--- src/core/rbrm_pkg.sv ---
// Shared constants for the receive buffer ring manager.
// Assumes a 32-bit AXI4-Lite register bus and byte-wide local buffer RAM.
package rbrm_pkg;
	////////////////////////////////////////////////////////////////////////
	// Register byte offsets
	localparam logic [7:0] REG_CMD = 8'h00;
	localparam logic [7:0] REG_FIRST = 8'h04;
	localparam logic [7:0] REG_END = 8'h08;
	localparam logic [7:0] REG_BNDRY = 8'h0C;
	localparam logic [7:0] REG_CURR = 8'h10;
	localparam logic [7:0] REG_EVENT = 8'h14;
	localparam logic [7:0] REG_RXCFG = 8'h18;
	localparam logic [7:0] REG_TXCFG = 8'h1C;
	localparam logic [7:0] REG_DMA_HI = 8'h20;
	localparam logic [7:0] REG_DMA_LO = 8'h24;
	localparam logic [7:0] REG_MISSED = 8'h28;
	localparam logic [7:0] REG_RCNT_LO = 8'h2C;
	localparam logic [7:0] REG_RCNT_HI = 8'h30;
	////////////////////////////////////////////////////////////////////////
	// Field positions
	localparam int CMD_HALT = 0;
	localparam int CMD_START = 1;
	localparam int CMD_TX_GO = 2;
	localparam int EV_RX_OK = 0;
	localparam int EV_FRAME_SENT = 1;
	localparam int EV_RX_ERR = 2;
	localparam int EV_OVF = 4;
	localparam int EV_HALTED = 7;
	localparam int RXCFG_ACC_ERR = 0;
	localparam int RXCFG_ACC_RUNT = 1;
	localparam int TXCFG_LB_LO = 1;
	localparam int TXCFG_LB_HI = 2;
	////////////////////////////////////////////////////////////////////////
	// Reset values
	localparam logic RST_HALTED = 1'b1;
	localparam logic [7:0] RST_PAGE = 8'h00;
	localparam logic [7:0] RST_CFG = 8'h00;
	localparam logic [7:0] RST_EVENT = 8'h00;
	////////////////////////////////////////////////////////////////////////
	// Frame and check value constants
	localparam logic [7:0] HDR_BYTES = 8'h04;
	localparam logic [7:0] PAGE_LAST = 8'hFF;
	localparam logic [15:0] RUNT_MIN = 16'h0040;
	localparam logic [31:0] CRC_INIT = 32'hFFFFFFFF;
	localparam logic [31:0] CRC_POLY = 32'hEDB88320;
	localparam logic [31:0] CRC_RESIDUE = 32'hDEBB20E3;
	localparam logic [1:0] FCS_LAST = 2'h3;
	localparam logic [1:0] LB_NONE = 2'h0;
	localparam logic [1:0] AXI_OKAY = 2'h0;
	localparam logic [1:0] AXI_SLVERR = 2'h2;
	////////////////////////////////////////////////////////////////////////
	typedef enum logic [1:0] {RX_IDLE, RX_DATA, RX_DROP, RX_HDR} rbrm_rx_state_t;
	typedef enum logic {TX_PASS, TX_FCS} rbrm_tx_state_t;
endpackage : rbrm_pkg

--- src/core/rbrm_crc32.sv ---
// Byte-wide 32-bit frame check generator, LSB first.
// Assumes the caller presents one byte per enabled cycle.
`timescale 1ns/10ps
`default_nettype none
module rbrm_crc32 import rbrm_pkg::*; (
	input wire logic i_clk,
	input wire logic i_arst_n,
	input wire logic i_en,
	input wire logic i_init,
	input wire logic [7:0] i_data,
	output logic [31:0] o_next,
	output logic [31:0] o_crc
);
	logic [31:0] c;
	logic fb;

	always_comb begin
		c = i_init ? CRC_INIT : o_crc;
		fb = 1'b0;
		for (int k = 0; k < 8; k++) begin
			fb = c[0] ^ i_data[k];
			c = {1'b0, c[31:1]} ^ (fb ? CRC_POLY : 32'h00000000);
		end
		o_next = c;
	end

	always_ff @(posedge i_clk or negedge i_arst_n) begin
		if (!i_arst_n) begin
			o_crc <= CRC_INIT;
		end else if (i_en) begin
			o_crc <= o_next;
		end
	end
endmodule : rbrm_crc32
`default_nettype wire

--- src/core/rbrm_page_step.sv ---
// Next ring page; a step onto the end page wraps back to the first page.
// Purely combinational; pages are address bits 15..8.
`timescale 1ns/10ps
`default_nettype none
module rbrm_page_step (
	input wire logic [7:0] i_page,
	input wire logic [7:0] i_first,
	input wire logic [7:0] i_end,
	output logic [7:0] o_next
);
	logic [7:0] inc;

	assign inc = i_page + 8'h01;
	assign o_next = (inc == i_end) ? i_first : inc;
endmodule : rbrm_page_step
`default_nettype wire

--- src/core/rbrm_ring_manager.sv ---
// Receive buffer ring manager with frame check and AXI4-Lite registers.
// Assumes rx and tx byte streams come from MAC logic on the same clock.
// Function
// [RULE1] Source address and length/type bytes go to memory unchanged.
// [RULE2] No pad insertion or removal, no oversize check.
// [RULE3] Append 32-bit frame check value to every transmitted frame.
// [RULE4] Reject received frames whose check generator misses the residue.
// [RULE5] Frames stored in 256-byte pages within 64k local space.
// [RULE6] Pages from first to end page form a ring; end wraps to first.
// [RULE7] Current page marks first page of frame being received.
// [RULE8] Abort reception when the write address reaches the boundary page.
// [RULE9] Host loads first page into current and boundary before use.
// [RULE10] Host never programs the first ring page as zero.
// [RULE11] Storage starts at current page, first 4 bytes kept for header.
// [RULE12] Link strictly to the following page; long frames span six.
// [RULE13] Next page checked against end page, then boundary, then linked.
// [RULE14] Overflow sets the warning flag and keeps stored frames intact.
// [RULE15] After overflow reception stays suspended until recovery.
// [RULE16] Host saves transmit-go bit then writes 21H to stop.
// [RULE17] Stop lets a frame in progress finish; host waits 1.6 ms.
// [RULE18] Host clears both remote count registers before restart.
// [RULE19] Host resends only if go was set and no sent/error flag.
// [RULE20] Host enters loopback 1 or 2, then restarts with 22H.
// [RULE21] Host clears overflow flag after draining, then leaves loopback.
// [RULE22] Host reissues transmission with 26H when resend is marked.
// [RULE23] Missed-frame tally does not count while stopped.
// [RULE24] Good frame: header at first page, next frame on next page.
// [RULE25] Rejected frame: write address reset to current page.
// [RULE26] Received check bytes stored right after the last data byte.
// [RULE27] Page register supplies address bits 15..8, low byte zero.
`timescale 1ns/10ps
`default_nettype none
module rbrm_ring_manager import rbrm_pkg::*; #(
	parameter int AXI_AW = 8
) (
	input wire logic I_CLK_SYS,
	input wire logic I_ARST_N,
	input wire logic I_AXI_AWVALID,
	output logic O_AXI_AWREADY,
	input wire logic [AXI_AW-1:0] I_AXI_AWADDR,
	input wire logic I_AXI_WVALID,
	output logic O_AXI_WREADY,
	input wire logic [31:0] I_AXI_WDATA,
	input wire logic [3:0] I_AXI_WSTRB,
	output logic O_AXI_BVALID,
	input wire logic I_AXI_BREADY,
	output logic [1:0] O_AXI_BRESP,
	input wire logic I_AXI_ARVALID,
	output logic O_AXI_ARREADY,
	input wire logic [AXI_AW-1:0] I_AXI_ARADDR,
	output logic O_AXI_RVALID,
	input wire logic I_AXI_RREADY,
	output logic [31:0] O_AXI_RDATA,
	output logic [1:0] O_AXI_RRESP,
	input wire logic I_RX_VALID,
	input wire logic I_RX_SOF,
	input wire logic I_RX_LAST,
	input wire logic I_RX_ALIGN_ERR,
	input wire logic [7:0] I_RX_DATA,
	output logic O_MEM_WE,
	output logic [15:0] O_MEM_ADDR,
	output logic [7:0] O_MEM_WDATA,
	input wire logic I_TX_VALID,
	input wire logic I_TX_LAST,
	input wire logic [7:0] I_TX_DATA,
	output logic O_TX_READY,
	output logic O_TX_VALID,
	output logic O_TX_LAST,
	output logic [7:0] O_TX_DATA,
	input wire logic I_TX_OUT_READY
);
	logic aw_held, w_held, wr_fire, wr_en, mapped_w, mapped_r;
	logic [AXI_AW-1:0] aw_addr;
	logic [7:0] w_byte, rd_byte;
	logic halted, tx_go, ovf_lock, tx_done, rx_open;
	logic [7:0] ring_first_page, ring_end_page, bndry, curr, rxcfg, txcfg;
	logic [7:0] remote_count_low, remote_count_high, missed, event_status_reg;
	logic [7:0] ev_set, ev_clr, link_page, next_page, status;
	rbrm_rx_state_t rx_state;
	rbrm_tx_state_t tx_state;
	logic [15:0] dma, wr_addr, byte_cnt, cnt_now;
	logic [1:0] hdr_idx, fcs_idx;
	logic rx_take, ev_ok, ev_err, ev_ovf, ev_miss, crc_bad, runt, reject;
	logic [31:0] rx_next, rx_crc, tx_crc, fcs;
	logic tx_take, tx_first, out_free;

	////////////////////////////////////////////////////////////////////////
	// AXI4-Lite slave: address and data taken in either order
	assign O_AXI_AWREADY = !aw_held;
	assign O_AXI_WREADY = !w_held;
	assign O_AXI_ARREADY = !O_AXI_RVALID;
	assign wr_fire = aw_held && w_held && !O_AXI_BVALID;
	assign wr_en = wr_fire && mapped_w;

	always_ff @(posedge I_CLK_SYS or negedge I_ARST_N) begin
		if (!I_ARST_N) begin
			aw_held <= 1'b0;
			w_held <= 1'b0;
			aw_addr <= '0;
			w_byte <= 8'h00;
			O_AXI_BVALID <= 1'b0;
			O_AXI_BRESP <= AXI_OKAY;
		end else begin
			if (I_AXI_AWVALID && !aw_held) begin
				aw_held <= 1'b1;
				aw_addr <= I_AXI_AWADDR;
			end
			if (I_AXI_WVALID && !w_held) begin
				w_held <= 1'b1;
				// Registers are a byte wide; lane 0 alone carries them
				w_byte <= I_AXI_WSTRB[0] ? I_AXI_WDATA[7:0] : 8'h00;
			end
			if (wr_fire) begin
				aw_held <= 1'b0;
				w_held <= 1'b0;
				O_AXI_BVALID <= 1'b1;
				O_AXI_BRESP <= mapped_w ? AXI_OKAY : AXI_SLVERR;
			end else if (O_AXI_BVALID && I_AXI_BREADY) begin
				O_AXI_BVALID <= 1'b0;
			end
		end
	end

	always_comb begin
		mapped_w = 1'b1;
		case (aw_addr[7:0])
			REG_CMD, REG_FIRST, REG_END, REG_BNDRY, REG_CURR, REG_EVENT,
			REG_RXCFG, REG_TXCFG, REG_RCNT_LO, REG_RCNT_HI: mapped_w = 1'b1;
			default: mapped_w = 1'b0;
		endcase
	end

	always_comb begin
		mapped_r = 1'b1;
		rd_byte = 8'h00;
		case (I_AXI_ARADDR[7:0])
			REG_CMD: rd_byte = {5'h00, tx_go, !halted, halted};
			REG_FIRST: rd_byte = ring_first_page;
			REG_END: rd_byte = ring_end_page;
			REG_BNDRY: rd_byte = bndry;
			REG_CURR: rd_byte = curr;
			REG_EVENT: rd_byte = event_status_reg
				| {halted && rx_state == RX_IDLE, 7'h00};
			REG_RXCFG: rd_byte = rxcfg;
			REG_TXCFG: rd_byte = txcfg;
			REG_DMA_HI: rd_byte = dma[15:8];
			REG_DMA_LO: rd_byte = dma[7:0];
			REG_MISSED: rd_byte = missed;
			REG_RCNT_LO: rd_byte = remote_count_low;
			REG_RCNT_HI: rd_byte = remote_count_high;
			default: mapped_r = 1'b0;
		endcase
	end

	always_ff @(posedge I_CLK_SYS or negedge I_ARST_N) begin
		if (!I_ARST_N) begin
			O_AXI_RVALID <= 1'b0;
			O_AXI_RDATA <= 32'h00000000;
			O_AXI_RRESP <= AXI_OKAY;
		end else if (I_AXI_ARVALID && !O_AXI_RVALID) begin
			O_AXI_RVALID <= 1'b1;
			O_AXI_RDATA <= {24'h000000, rd_byte};
			O_AXI_RRESP <= mapped_r ? AXI_OKAY : AXI_SLVERR;
		end else if (I_AXI_RREADY) begin
			O_AXI_RVALID <= 1'b0;
		end
	end

	////////////////////////////////////////////////////////////////////////
	// Software registers
	always_ff @(posedge I_CLK_SYS or negedge I_ARST_N) begin
		if (!I_ARST_N) begin
			ring_first_page <= RST_PAGE;
			ring_end_page <= RST_PAGE;
			bndry <= RST_PAGE;
			rxcfg <= RST_CFG;
			txcfg <= RST_CFG;
			remote_count_low <= RST_CFG;
			remote_count_high <= RST_CFG;
		end else if (wr_en) begin
			case (aw_addr[7:0])
				REG_FIRST: ring_first_page <= w_byte;
				REG_END: ring_end_page <= w_byte;
				REG_BNDRY: bndry <= w_byte;
				REG_RXCFG: rxcfg <= w_byte;
				REG_TXCFG: txcfg <= w_byte;
				REG_RCNT_LO: remote_count_low <= w_byte;
				REG_RCNT_HI: remote_count_high <= w_byte;
				default: ;
			endcase
		end
	end

	// Stop wins over start when both bits are written together
	always_ff @(posedge I_CLK_SYS or negedge I_ARST_N) begin
		if (!I_ARST_N) begin
			halted <= RST_HALTED;
			tx_go <= 1'b0;
		end else begin
			if (wr_en && aw_addr[7:0] == REG_CMD && w_byte[CMD_HALT]) begin
				halted <= 1'b1;
			end else if (wr_en && aw_addr[7:0] == REG_CMD && w_byte[CMD_START]) begin
				halted <= 1'b0;
			end
			if (wr_en && aw_addr[7:0] == REG_CMD && w_byte[CMD_TX_GO]) begin
				tx_go <= 1'b1;
			end else if (tx_done) begin
				tx_go <= 1'b0;
			end
		end
	end

	// Hardware advance of the current page wins over a software write
	always_ff @(posedge I_CLK_SYS or negedge I_ARST_N) begin
		if (!I_ARST_N) begin
			curr <= RST_PAGE;
		end else if (ev_ok) begin
			curr <= next_page; // [RULE24]
		end else if (wr_en && aw_addr[7:0] == REG_CURR) begin
			curr <= w_byte;
		end
	end

	// Write one to clear; a set in the same cycle wins
	assign ev_set = {3'h0, ev_ovf, 1'b0, ev_err, tx_done, ev_ok};
	assign ev_clr = (wr_en && aw_addr[7:0] == REG_EVENT) ? w_byte : 8'h00;

	always_ff @(posedge I_CLK_SYS or negedge I_ARST_N) begin
		if (!I_ARST_N) begin
			event_status_reg <= RST_EVENT;
		end else begin
			event_status_reg <= (event_status_reg & ~ev_clr & 8'h7F) | ev_set; // [RULE14]
		end
	end

	// Suspension after overflow lasts until the stop command
	always_ff @(posedge I_CLK_SYS or negedge I_ARST_N) begin
		if (!I_ARST_N) begin
			ovf_lock <= 1'b0;
		end else if (ev_ovf) begin
			ovf_lock <= 1'b1; // [RULE15]
		end else if (halted) begin
			ovf_lock <= 1'b0;
		end
	end

	always_ff @(posedge I_CLK_SYS or negedge I_ARST_N) begin
		if (!I_ARST_N) begin
			missed <= 8'h00;
		end else if (ev_miss && !halted && missed != 8'hFF) begin
			missed <= missed + 8'h01; // [RULE23]
		end
	end

	////////////////////////////////////////////////////////////////////////
	// Receive path into the page ring
	assign rx_open = !halted && !ovf_lock && txcfg[TXCFG_LB_HI:TXCFG_LB_LO] == LB_NONE;
	assign rx_take = I_RX_VALID && (rx_state == RX_DATA
		|| (rx_state == RX_IDLE && I_RX_SOF && rx_open));
	assign wr_addr = (rx_state == RX_IDLE) ? {curr, HDR_BYTES} : dma; // [RULE11] [RULE27]
	assign cnt_now = (rx_state == RX_IDLE) ? 16'h0001 : byte_cnt + 16'h0001;
	assign crc_bad = rx_next != CRC_RESIDUE; // [RULE4]
	assign runt = cnt_now < RUNT_MIN;
	assign reject = ((crc_bad || I_RX_ALIGN_ERR) && !rxcfg[RXCFG_ACC_ERR])
		|| (runt && !rxcfg[RXCFG_ACC_RUNT]);
	assign ev_err = rx_take && I_RX_LAST && reject;
	assign ev_ovf = rx_take && !I_RX_LAST && wr_addr[7:0] == PAGE_LAST
		&& link_page == bndry; // [RULE8] [RULE13]
	assign ev_miss = rx_state == RX_IDLE && I_RX_VALID && I_RX_SOF && !rx_open;
	assign ev_ok = rx_state == RX_HDR && hdr_idx == FCS_LAST;

	rbrm_page_step u_link (
		.i_page(wr_addr[15:8]),
		.i_first(ring_first_page),
		.i_end(ring_end_page),
		.o_next(link_page)
	);

	rbrm_crc32 u_rx_crc (
		.i_clk(I_CLK_SYS),
		.i_arst_n(I_ARST_N),
		.i_en(rx_take),
		.i_init(rx_state == RX_IDLE),
		.i_data(I_RX_DATA),
		.o_next(rx_next),
		.o_crc(rx_crc)
	);

	always_ff @(posedge I_CLK_SYS or negedge I_ARST_N) begin
		if (!I_ARST_N) begin
			rx_state <= RX_IDLE;
			dma <= 16'h0000;
			byte_cnt <= 16'h0000;
			hdr_idx <= 2'h0;
			next_page <= RST_PAGE;
			status <= 8'h00;
			O_MEM_WE <= 1'b0;
			O_MEM_ADDR <= 16'h0000;
			O_MEM_WDATA <= 8'h00;
		end else begin
			O_MEM_WE <= 1'b0;
			case (rx_state)
				RX_IDLE, RX_DATA: begin
					if (rx_take) begin
						// Every byte, check bytes included, lands as received
						O_MEM_WE <= 1'b1; // [RULE1] [RULE2] [RULE26]
						O_MEM_ADDR <= wr_addr; // [RULE5]
						O_MEM_WDATA <= I_RX_DATA;
						dma <= wr_addr + 16'h0001;
						byte_cnt <= cnt_now;
						rx_state <= RX_DATA;
						if (I_RX_LAST) begin
							next_page <= link_page;
							status <= {4'h0, runt, I_RX_ALIGN_ERR, crc_bad,
								!(runt || I_RX_ALIGN_ERR || crc_bad)};
							hdr_idx <= 2'h0;
							rx_state <= reject ? RX_IDLE : RX_HDR;
							if (reject) begin
								dma <= {curr, 8'h00}; // [RULE25] [RULE7]
							end
						end else if (wr_addr[7:0] == PAGE_LAST) begin
							if (link_page == bndry) begin
								// Stored frames stay intact; rest of frame dropped
								dma <= {curr, 8'h00}; // [RULE8] [RULE14]
								rx_state <= RX_DROP;
							end else begin
								dma <= {link_page, 8'h00}; // [RULE6] [RULE12] [RULE13]
							end
						end
					end else if (ev_miss && !I_RX_LAST) begin
						rx_state <= RX_DROP;
					end
				end
				RX_DROP: begin
					if (I_RX_VALID && I_RX_LAST) begin
						rx_state <= RX_IDLE;
					end
				end
				RX_HDR: begin
					O_MEM_WE <= 1'b1;
					O_MEM_ADDR <= {curr, 6'h00, hdr_idx}; // [RULE7]
					case (hdr_idx)
						2'h0: O_MEM_WDATA <= status;
						2'h1: O_MEM_WDATA <= next_page;
						2'h2: O_MEM_WDATA <= byte_cnt[7:0];
						default: O_MEM_WDATA <= byte_cnt[15:8];
					endcase
					hdr_idx <= hdr_idx + 2'h1;
					if (hdr_idx == FCS_LAST) begin
						dma <= {next_page, 8'h00}; // [RULE24]
						rx_state <= RX_IDLE;
					end
				end
				default: rx_state <= RX_IDLE;
			endcase
		end
	end

	////////////////////////////////////////////////////////////////////////
	// Transmit path: check value appended after the last data byte
	assign out_free = !O_TX_VALID || I_TX_OUT_READY;
	// A stop only blocks the next frame; one already started runs out
	assign O_TX_READY = tx_state == TX_PASS && out_free
		&& (!tx_first || (tx_go && !halted && !tx_done)); // [RULE17]
	assign tx_take = I_TX_VALID && O_TX_READY;
	assign fcs = ~tx_crc;

	rbrm_crc32 u_tx_crc (
		.i_clk(I_CLK_SYS),
		.i_arst_n(I_ARST_N),
		.i_en(tx_take),
		.i_init(tx_first),
		.i_data(I_TX_DATA),
		.o_next(),
		.o_crc(tx_crc)
	);

	always_ff @(posedge I_CLK_SYS or negedge I_ARST_N) begin
		if (!I_ARST_N) begin
			tx_state <= TX_PASS;
			tx_first <= 1'b1;
			tx_done <= 1'b0;
			fcs_idx <= 2'h0;
			O_TX_VALID <= 1'b0;
			O_TX_LAST <= 1'b0;
			O_TX_DATA <= 8'h00;
		end else begin
			tx_done <= 1'b0;
			case (tx_state)
				TX_PASS: begin
					if (tx_take) begin
						O_TX_VALID <= 1'b1;
						O_TX_LAST <= 1'b0;
						O_TX_DATA <= I_TX_DATA;
						tx_first <= I_TX_LAST;
						fcs_idx <= 2'h0;
						if (I_TX_LAST) begin
							tx_state <= TX_FCS;
						end
					end else if (I_TX_OUT_READY) begin
						O_TX_VALID <= 1'b0;
					end
				end
				TX_FCS: begin
					if (out_free) begin
						O_TX_VALID <= 1'b1;
						O_TX_DATA <= fcs[8*fcs_idx +: 8]; // [RULE3]
						O_TX_LAST <= fcs_idx == FCS_LAST;
						fcs_idx <= fcs_idx + 2'h1;
						if (fcs_idx == FCS_LAST) begin
							tx_done <= 1'b1;
							tx_state <= TX_PASS;
						end
					end
				end
				default: tx_state <= TX_PASS;
			endcase
		end
	end
endmodule : rbrm_ring_manager
`default_nettype wire

--- config.mk ---
export PLATFORM = sky130hd
export DESIGN_NAME = rbrm_ring_manager
export DESIGN_NICKNAME = d
export VERILOG_FILES = /design/src/core/rbrm_pkg.sv /design/src/core/rbrm_crc32.sv /design/src/core/rbrm_page_step.sv /design/src/core/rbrm_ring_manager.sv
export SDC_FILE = /design/constraint.sdc
export NUM_CORES = 1
export LEC_CHECK = 0
export BUFFER_PORTS_ARGS = -buffer_cell sky130_fd_sc_hd__buf_2
export CAP_MARGIN = 20
export CELL_PAD_IN_SITES_DETAIL_PLACEMENT = 1
export CELL_PAD_IN_SITES_GLOBAL_PLACEMENT = 1
export CORE_AREA = 2 2 189 191
export CTS_CLUSTER_SIZE = 20
export DETAILED_ROUTE_END_ITERATION = 7
export DIE_AREA = 0 0 191 193
export GPL_TIMING_DRIVEN = 1
export PLACE_DENSITY_LB_ADDON = 0.1
export SLEW_MARGIN = 10
export SYNTH_ARGS = -nofsm -noshare
export SYNTH_HDL_FRONTEND = slang
export SYNTH_HIERARCHICAL = 1
export SYNTH_SLANG_ARGS = --single-unit
--- constraint.sdc ---
create_clock -name I_CLK_SYS -period 5.2 [get_ports I_CLK_SYS]
set_input_delay 0.78 -clock I_CLK_SYS [delete_from_list [all_inputs] [get_ports I_CLK_SYS]]
set_output_delay 0.78 -clock I_CLK_SYS [all_outputs]
set_load 0.01 [all_outputs]
[After elaboration in Yosys (flattened, before gate mapping)]
Index checks and enable logic that the tools add are counted.
Word-level totals
  bits of input ports: 82
  register bits after elaboration: 266
  logic and storage cells: 311
Operators by class
  multiplexer cells: 91
  bitwise operators: 38
  order comparisons: 1
  equality and inequality tests: 41
  add/sub/neg operators: 6
  reductions and logical operators: 93
  shift operators: 1
Operators with widths (number)
  two-way mux 32 bit: 18
  bitwise XOR 31 x 32 -> 32 bit: 16
  two-way mux 16 bit: 9
  case mux 8 bit (13 select lines): 1
  == test 8 x 5 -> 1 bit, second input constant: 8
  case mux 16 bit (2 select lines): 2
  == test 8 x 6 -> 1 bit, second input constant: 7
  two-way mux 8 bit: 7
  logical AND 1 bit: 39
  adder 16 x 1 -> 16 bit, second input constant: 2
  == test 8 x 4 -> 1 bit, second input constant: 4
  != test 32 bit, second input constant: 1
  inverter 32 bit: 1
  case mux 8 bit (2 select lines): 2
  indexed part select 32 x 6 -> 8 bit: 1
  two-way mux 1 bit: 29
  two-way mux 2 bit: 14
  case mux 8 bit (3 select lines): 1
  AND reduction 2 bit: 12
  nonzero test 2 bit: 9
  adder 8 x 1 -> 8 bit, second input constant: 2
  == test 8 x 3 -> 1 bit, second input constant: 2
  == test 8 bit: 2
  logical NOT 8 bit: 2
  26 further kinds: 80

[Depth between registers and ports, before layout]
  depth in word-level cells: 34
  mapped depth: 18

[Cells and area by module]
Netlist, hierarchy kept.
Modules (own cells, without submodules)
  rbrm_ring_manager: sequential area each 5007.3 µm², times used 1, area each 10862.9 µm², cells each 1114
  rbrm_crc32: sequential area each 840.8 µm², times used 2, area each 2463.6 µm², cells each 216
  rbrm_page_step: sequential area each 0.0 µm², times used 1, area each 392.9 µm², cells each 45

[Worst setup path after synthesis]
OpenSTA, ideal clock, no wires.
  path kind: register -> register
  start point: register rx_state[0]
  end point: register dma[11]
  arrival time: 4.444 ns
  stages on the path, launching flop included: 18
  path slack: 0.605 ns
  setup time: 0.151 ns
  required time: 5.049 ns
  buffers on the path: 1
  period minus slack after synthesis: 4.595 ns
  cells stage by stage: dfrtp_1 -> or2_2 -> inv_1 -> clkbuf_1 -> mux2_2 -> ha_1 -> xnor2_1 -> xor2_1 -> nand4_2 -> nor4_4 -> mux2_2 -> xor2_1 -> nor4_1 -> nand2_1 -> mux2i_1 -> o21ai_0 -> a211oi_1 -> a211oi_1
Between the ends
  elaborated cells on any way between the ends: 57
RTL lines
  from (decl): line rbrm_ring_manager.sv:79  | rbrm_rx_state_t rx_state;
  from (signal assigned): line rbrm_ring_manager.sv:317  | rx_state <= reject ? RX_IDLE : RX_HDR;
  logical NOT 2 bit (*): line rbrm_ring_manager.sv:260  | assign wr_addr = (rx_state == RX_IDLE) ? {curr, HDR_BYTES} : dma;
  two-way mux 16 bit (*): line rbrm_ring_manager.sv:260
  net wr_addr[9]: line rbrm_ring_manager.sv:81  | logic [15:0] dma, wr_addr, byte_cnt, cnt_now;
  adder 8 x 1 -> 8 bit (*): line rbrm_page_step.sv:13  | assign inc = i_page + 8'h01;
  == test 8 bit: line rbrm_page_step.sv:14  | assign o_next = (inc == i_end) ? i_first : inc;
  two-way mux 8 bit (*): line rbrm_page_step.sv:14
  net link_page[1]: line rbrm_ring_manager.sv:78  | logic [7:0] ev_set, ev_clr, link_page, next_page, status;
  == test 8 bit (*): line rbrm_ring_manager.sv:322  | if (link_page == bndry) begin
  two-way mux 16 bit (*): line rbrm_ring_manager.sv:322
  two-way mux 16 bit (*): line rbrm_ring_manager.sv:321  | end else if (wr_addr[7:0] == PAGE_LAST) begin
  two-way mux 16 bit (*): line rbrm_ring_manager.sv:312  | if (I_RX_LAST) begin
  two-way mux 16 bit (*): line rbrm_ring_manager.sv:304  | if (rx_take) begin
  case mux 16 bit (2 select lines) (*): line rbrm_ring_manager.sv:302  | case (rx_state)
  to (signal assigned): line rbrm_ring_manager.sv:309  | dma <= wr_addr + 16'h0001;
  to (signal assigned): line rbrm_ring_manager.sv:319  | dma <= {curr, 8'h00};
  to (signal assigned): line rbrm_ring_manager.sv:324  | dma <= {curr, 8'h00};
  to (decl): line rbrm_ring_manager.sv:81
Mark *: on every way through the listed nets, which the timed path passes. The rest lies on a longest branch. The select of a mux whose other input is x is not followed.
A chain may end at the register's enable or synchronous reset.

[Worst setup path in the final report]
  start point: register rx_state[0]
  end point: register rx_state[0]
Between the ends
  elaborated cells on any way between the ends: 61
RTL lines (line)
  logical NOT 2 bit (*): rbrm_ring_manager.sv:260
  two-way mux 16 bit (*): rbrm_ring_manager.sv:260
  net wr_addr[8]: rbrm_ring_manager.sv:81
  adder 8 x 1 -> 8 bit (*): rbrm_page_step.sv:13
  == test 8 bit: rbrm_page_step.sv:14
  two-way mux 8 bit (*): rbrm_page_step.sv:14
  net link_page[2]: rbrm_ring_manager.sv:78
  == test 8 bit (*): rbrm_ring_manager.sv:322
  two-way mux 2 bit (*): rbrm_ring_manager.sv:322
  two-way mux 2 bit (*): rbrm_ring_manager.sv:321
  two-way mux 2 bit (*): rbrm_ring_manager.sv:312
  two-way mux 2 bit (*): rbrm_ring_manager.sv:304
  case mux 2 bit (3 select lines) (*): rbrm_ring_manager.sv:302
Mark *: on every way through the listed nets, which the timed path passes. The rest lies on a longest branch.

==> impl_metrics.json <==
{
  "final.fill_count": 3845,
  "portBuffers": 105,
  "grt.total_usage_pct": 26.6,
  "grt_use_met1_pct": 37.1,
  "worst_slack_ps": 357,
  "cts_max_path_buffers": 3,
  "ir_drop_mv": 0.336,
  "p_seq_share_pct": 31.1,
  "start_util_pct": 46.3,
  "worstSetupStartpoint": "rx_state[0]",
  "n_antenna_cell": 0,
  "clock_power_share_pct": 20.8,
  "setup_viol": 0,
  "root_buffer": "clkbuf_16",
  "grt_pass1_vias": 12800,
  "power_density_nw_per_um2": 641,
  "slowest_delay_ps": 510,
  "wl_um": 48000,
  "tightestPinTransition_ps": 1040,
  "die-area_um2": 36900,
  "core_area_um2": 35000,
  "crit_top_cell": "buf_4",
  "cp_top_family": "simple AND/OR/NAND/NOR gates",
  "grt.met2_usage_pct": 43.0,
  "dp_hpwl_um": 34100,
  "p_comb_share_pct": 48.2,
  "postRouteAntennaNets": 0,
  "path_cells": "or2_2 -> buf_4 -> mux2i_1 -> inv_1 -> ha_1 -> xnor2_1 -> xor2_1 -> nand4_2 -> nor4_4 -> buf_4 -> mux2i_1 -> xor2_1 -> nor4_1 -> nand2_2 -> buf_4 -> nor2_1 -> inv_1 -> a22o_1",
  "insertion_delay_ps": 570,
  "antenna_found_initial": 0,
  "endpoint_kind": "flop",
  "p_switching_mw": 4.65,
  "numClockSinks": 264,
  "wire_per_inst_um": 22.4,
  "cp.arrival_ps": 5300,
  "first_iter_violations": 694,
  "grtUsageMet3_pct": 4.36,
  "grt_pass1_wl_um": 75600,
  "worstPathMaxFanout": 9,
  "rsz0062_at_grt": "false",
  "cts_hold_buf": 0,
  "power_leakage_nw": 8.01,
  "path_buf_inv": 5,
  "final_hold_viol_count": 0,
  "status": "complete, no violations",
  "fmax_mhz": 206,
  "cap_violations": 0,
  "die_w_um": 191,
  "drtPass1Iterations": 5,
  "slew_viol_final": 0,
  "grt_overflow_total": 0,
  "cp.required_ps": 5650,
  "yosys_warnings": 6,
  "grt_max_degree": 102,
  "fin_crit_sh_pct": 93.1,
  "slew_headroom_pct": 30.0,
  "avgSynthCellArea_um2": 10.2,
  "startpoint_type": "flop",
  "vias_per_cell": 5.76,
  "pre_cts_slack_ps": 199,
  "cts_tree": "done",
  "skew_ps": 16.4,
  "grt_busiest_layer": "met2",
  "slowest_stage": "mux2i_1",
  "cts.clk_slew.worst_paths_ps": 60,
  "numCtsBuffers": 31,
  "netlist_instances": 1589,
  "fin_nets": 1751,
  "total_power_mw": 11.7,
  "p_sw_share_pct": 39.9,
  "reg_top3": "u_rx_crc/o_crc x32, u_tx_crc/o_crc x32",
  "cts_htree_levels": 1,
  "path_class": "flop to flop",
  "hp-class": "input pin to async pin",
  "finalWorstPathRequiredPeriod_ps": 4840,
  "drc": 0,
  "drive_gt1_share_pct": 26.9,
  "syn-cell-area_um2": 16200,
  "p_int_mw": 7.00,
  "die_h_um": 193,
  "area_growth_pct": 12.4,
  "setup_tns_ps": 0,
  "r2r_start": "rx_state[0]",
  "pin_count": 159,
  "place_congestion": 0.918,
  "vias": 12400,
  "rows": 69
}
-- final timing paths --
kind | depth (start not counted) | end | slack (ps)
worst max-delay path | 18 | rx_state[0] | 360
worst min-delay path | 1 | byte_cnt[15] | 270
worst max register to register | 18 | rx_state[0] | 360
worst min register to register | 1 | O_TX_LAST | 470
max in group asynchronous | 2 | next_page[7] | 3820
min in group I_CLK_SYS | 2 | O_AXI_BVALID | 390
-- placed cells by master (no fill, tap or decap), types with 7 or more instances in the layout --
cell and count:
nand2_1 203, dfrtp_1 198, xnor2_1 153, mux2_2 144
nor2_1 143, buf_2 104, o21ai_0 67, dfstp_2 66
xor2_1 55, mux2i_1 43, inv_1 34, clkbuf_16 31
a21oi_1 30, buf_4 30, conb_1 26, nand3_1 21
nor4_1 18, a22oi_1 17, a211oi_1 15, nand4_1 12
nand2b_1 11, a31oi_1 11, a222oi_1 11, a221o_1 10
ha_1 9, xnor3_1 9, o31ai_1 8, and3_1 8
mux4_2 8, a221oi_1 8, clkbuf_8 8, nor2b_1 7
nand4b_1 7, a22o_1 7, a32oi_1 7
-- power by group through the flow --
stage               Clock (mW)  Combinational (mW)  Sequential, mW
global route              2.55                6.09            3.73
finish                    2.42                5.61            3.62
detailed placement           0                5.53            3.65
floorplan                    0                4.40            3.26
CTS                       2.47                5.59            3.63
global placement             0                5.39            3.62
-- through the flow --
stage	hold WS, ps	instance area (µm²)	util, %	cells
floorplan	436	16300	-	1614
global placement	457	17000	48.6	2084
detailed placement	465	17000	48.6	2084
CTS	280	18100	51.9	2141
global route	302	18200	52.0	2145
finish	266	18200	52.0	2145
-- area by class of cell --
class / instances / area [µm²] / area share [%]
tap: 461 / 577 / 3.17
timing repair buffer: 138 / 801 / 4.41
sequential: 264 / 6690 / 36.8
multi-input combinational: 1190 / 8840 / 48.6
clock inverter: 16 / 245 / 1.35
inverter: 35 / 131 / 0.723
clock buffer: 41 / 893 / 4.91
-- timing repair --
action                                  in CTS  in global routing
hold endpoints to repair                     0                  0
gates resized for setup                      0                  3
endpoints found under the setup margin       0                 14
buffers inserted                             0                  1
-- layer usage --
layer	part of all wire (%)	wire length, µm
met5	0	0
met2	46	22300
met4	2.3	1090
met1	46	22100
met3	5.3	2530
(Power assumes the default switching activity.)
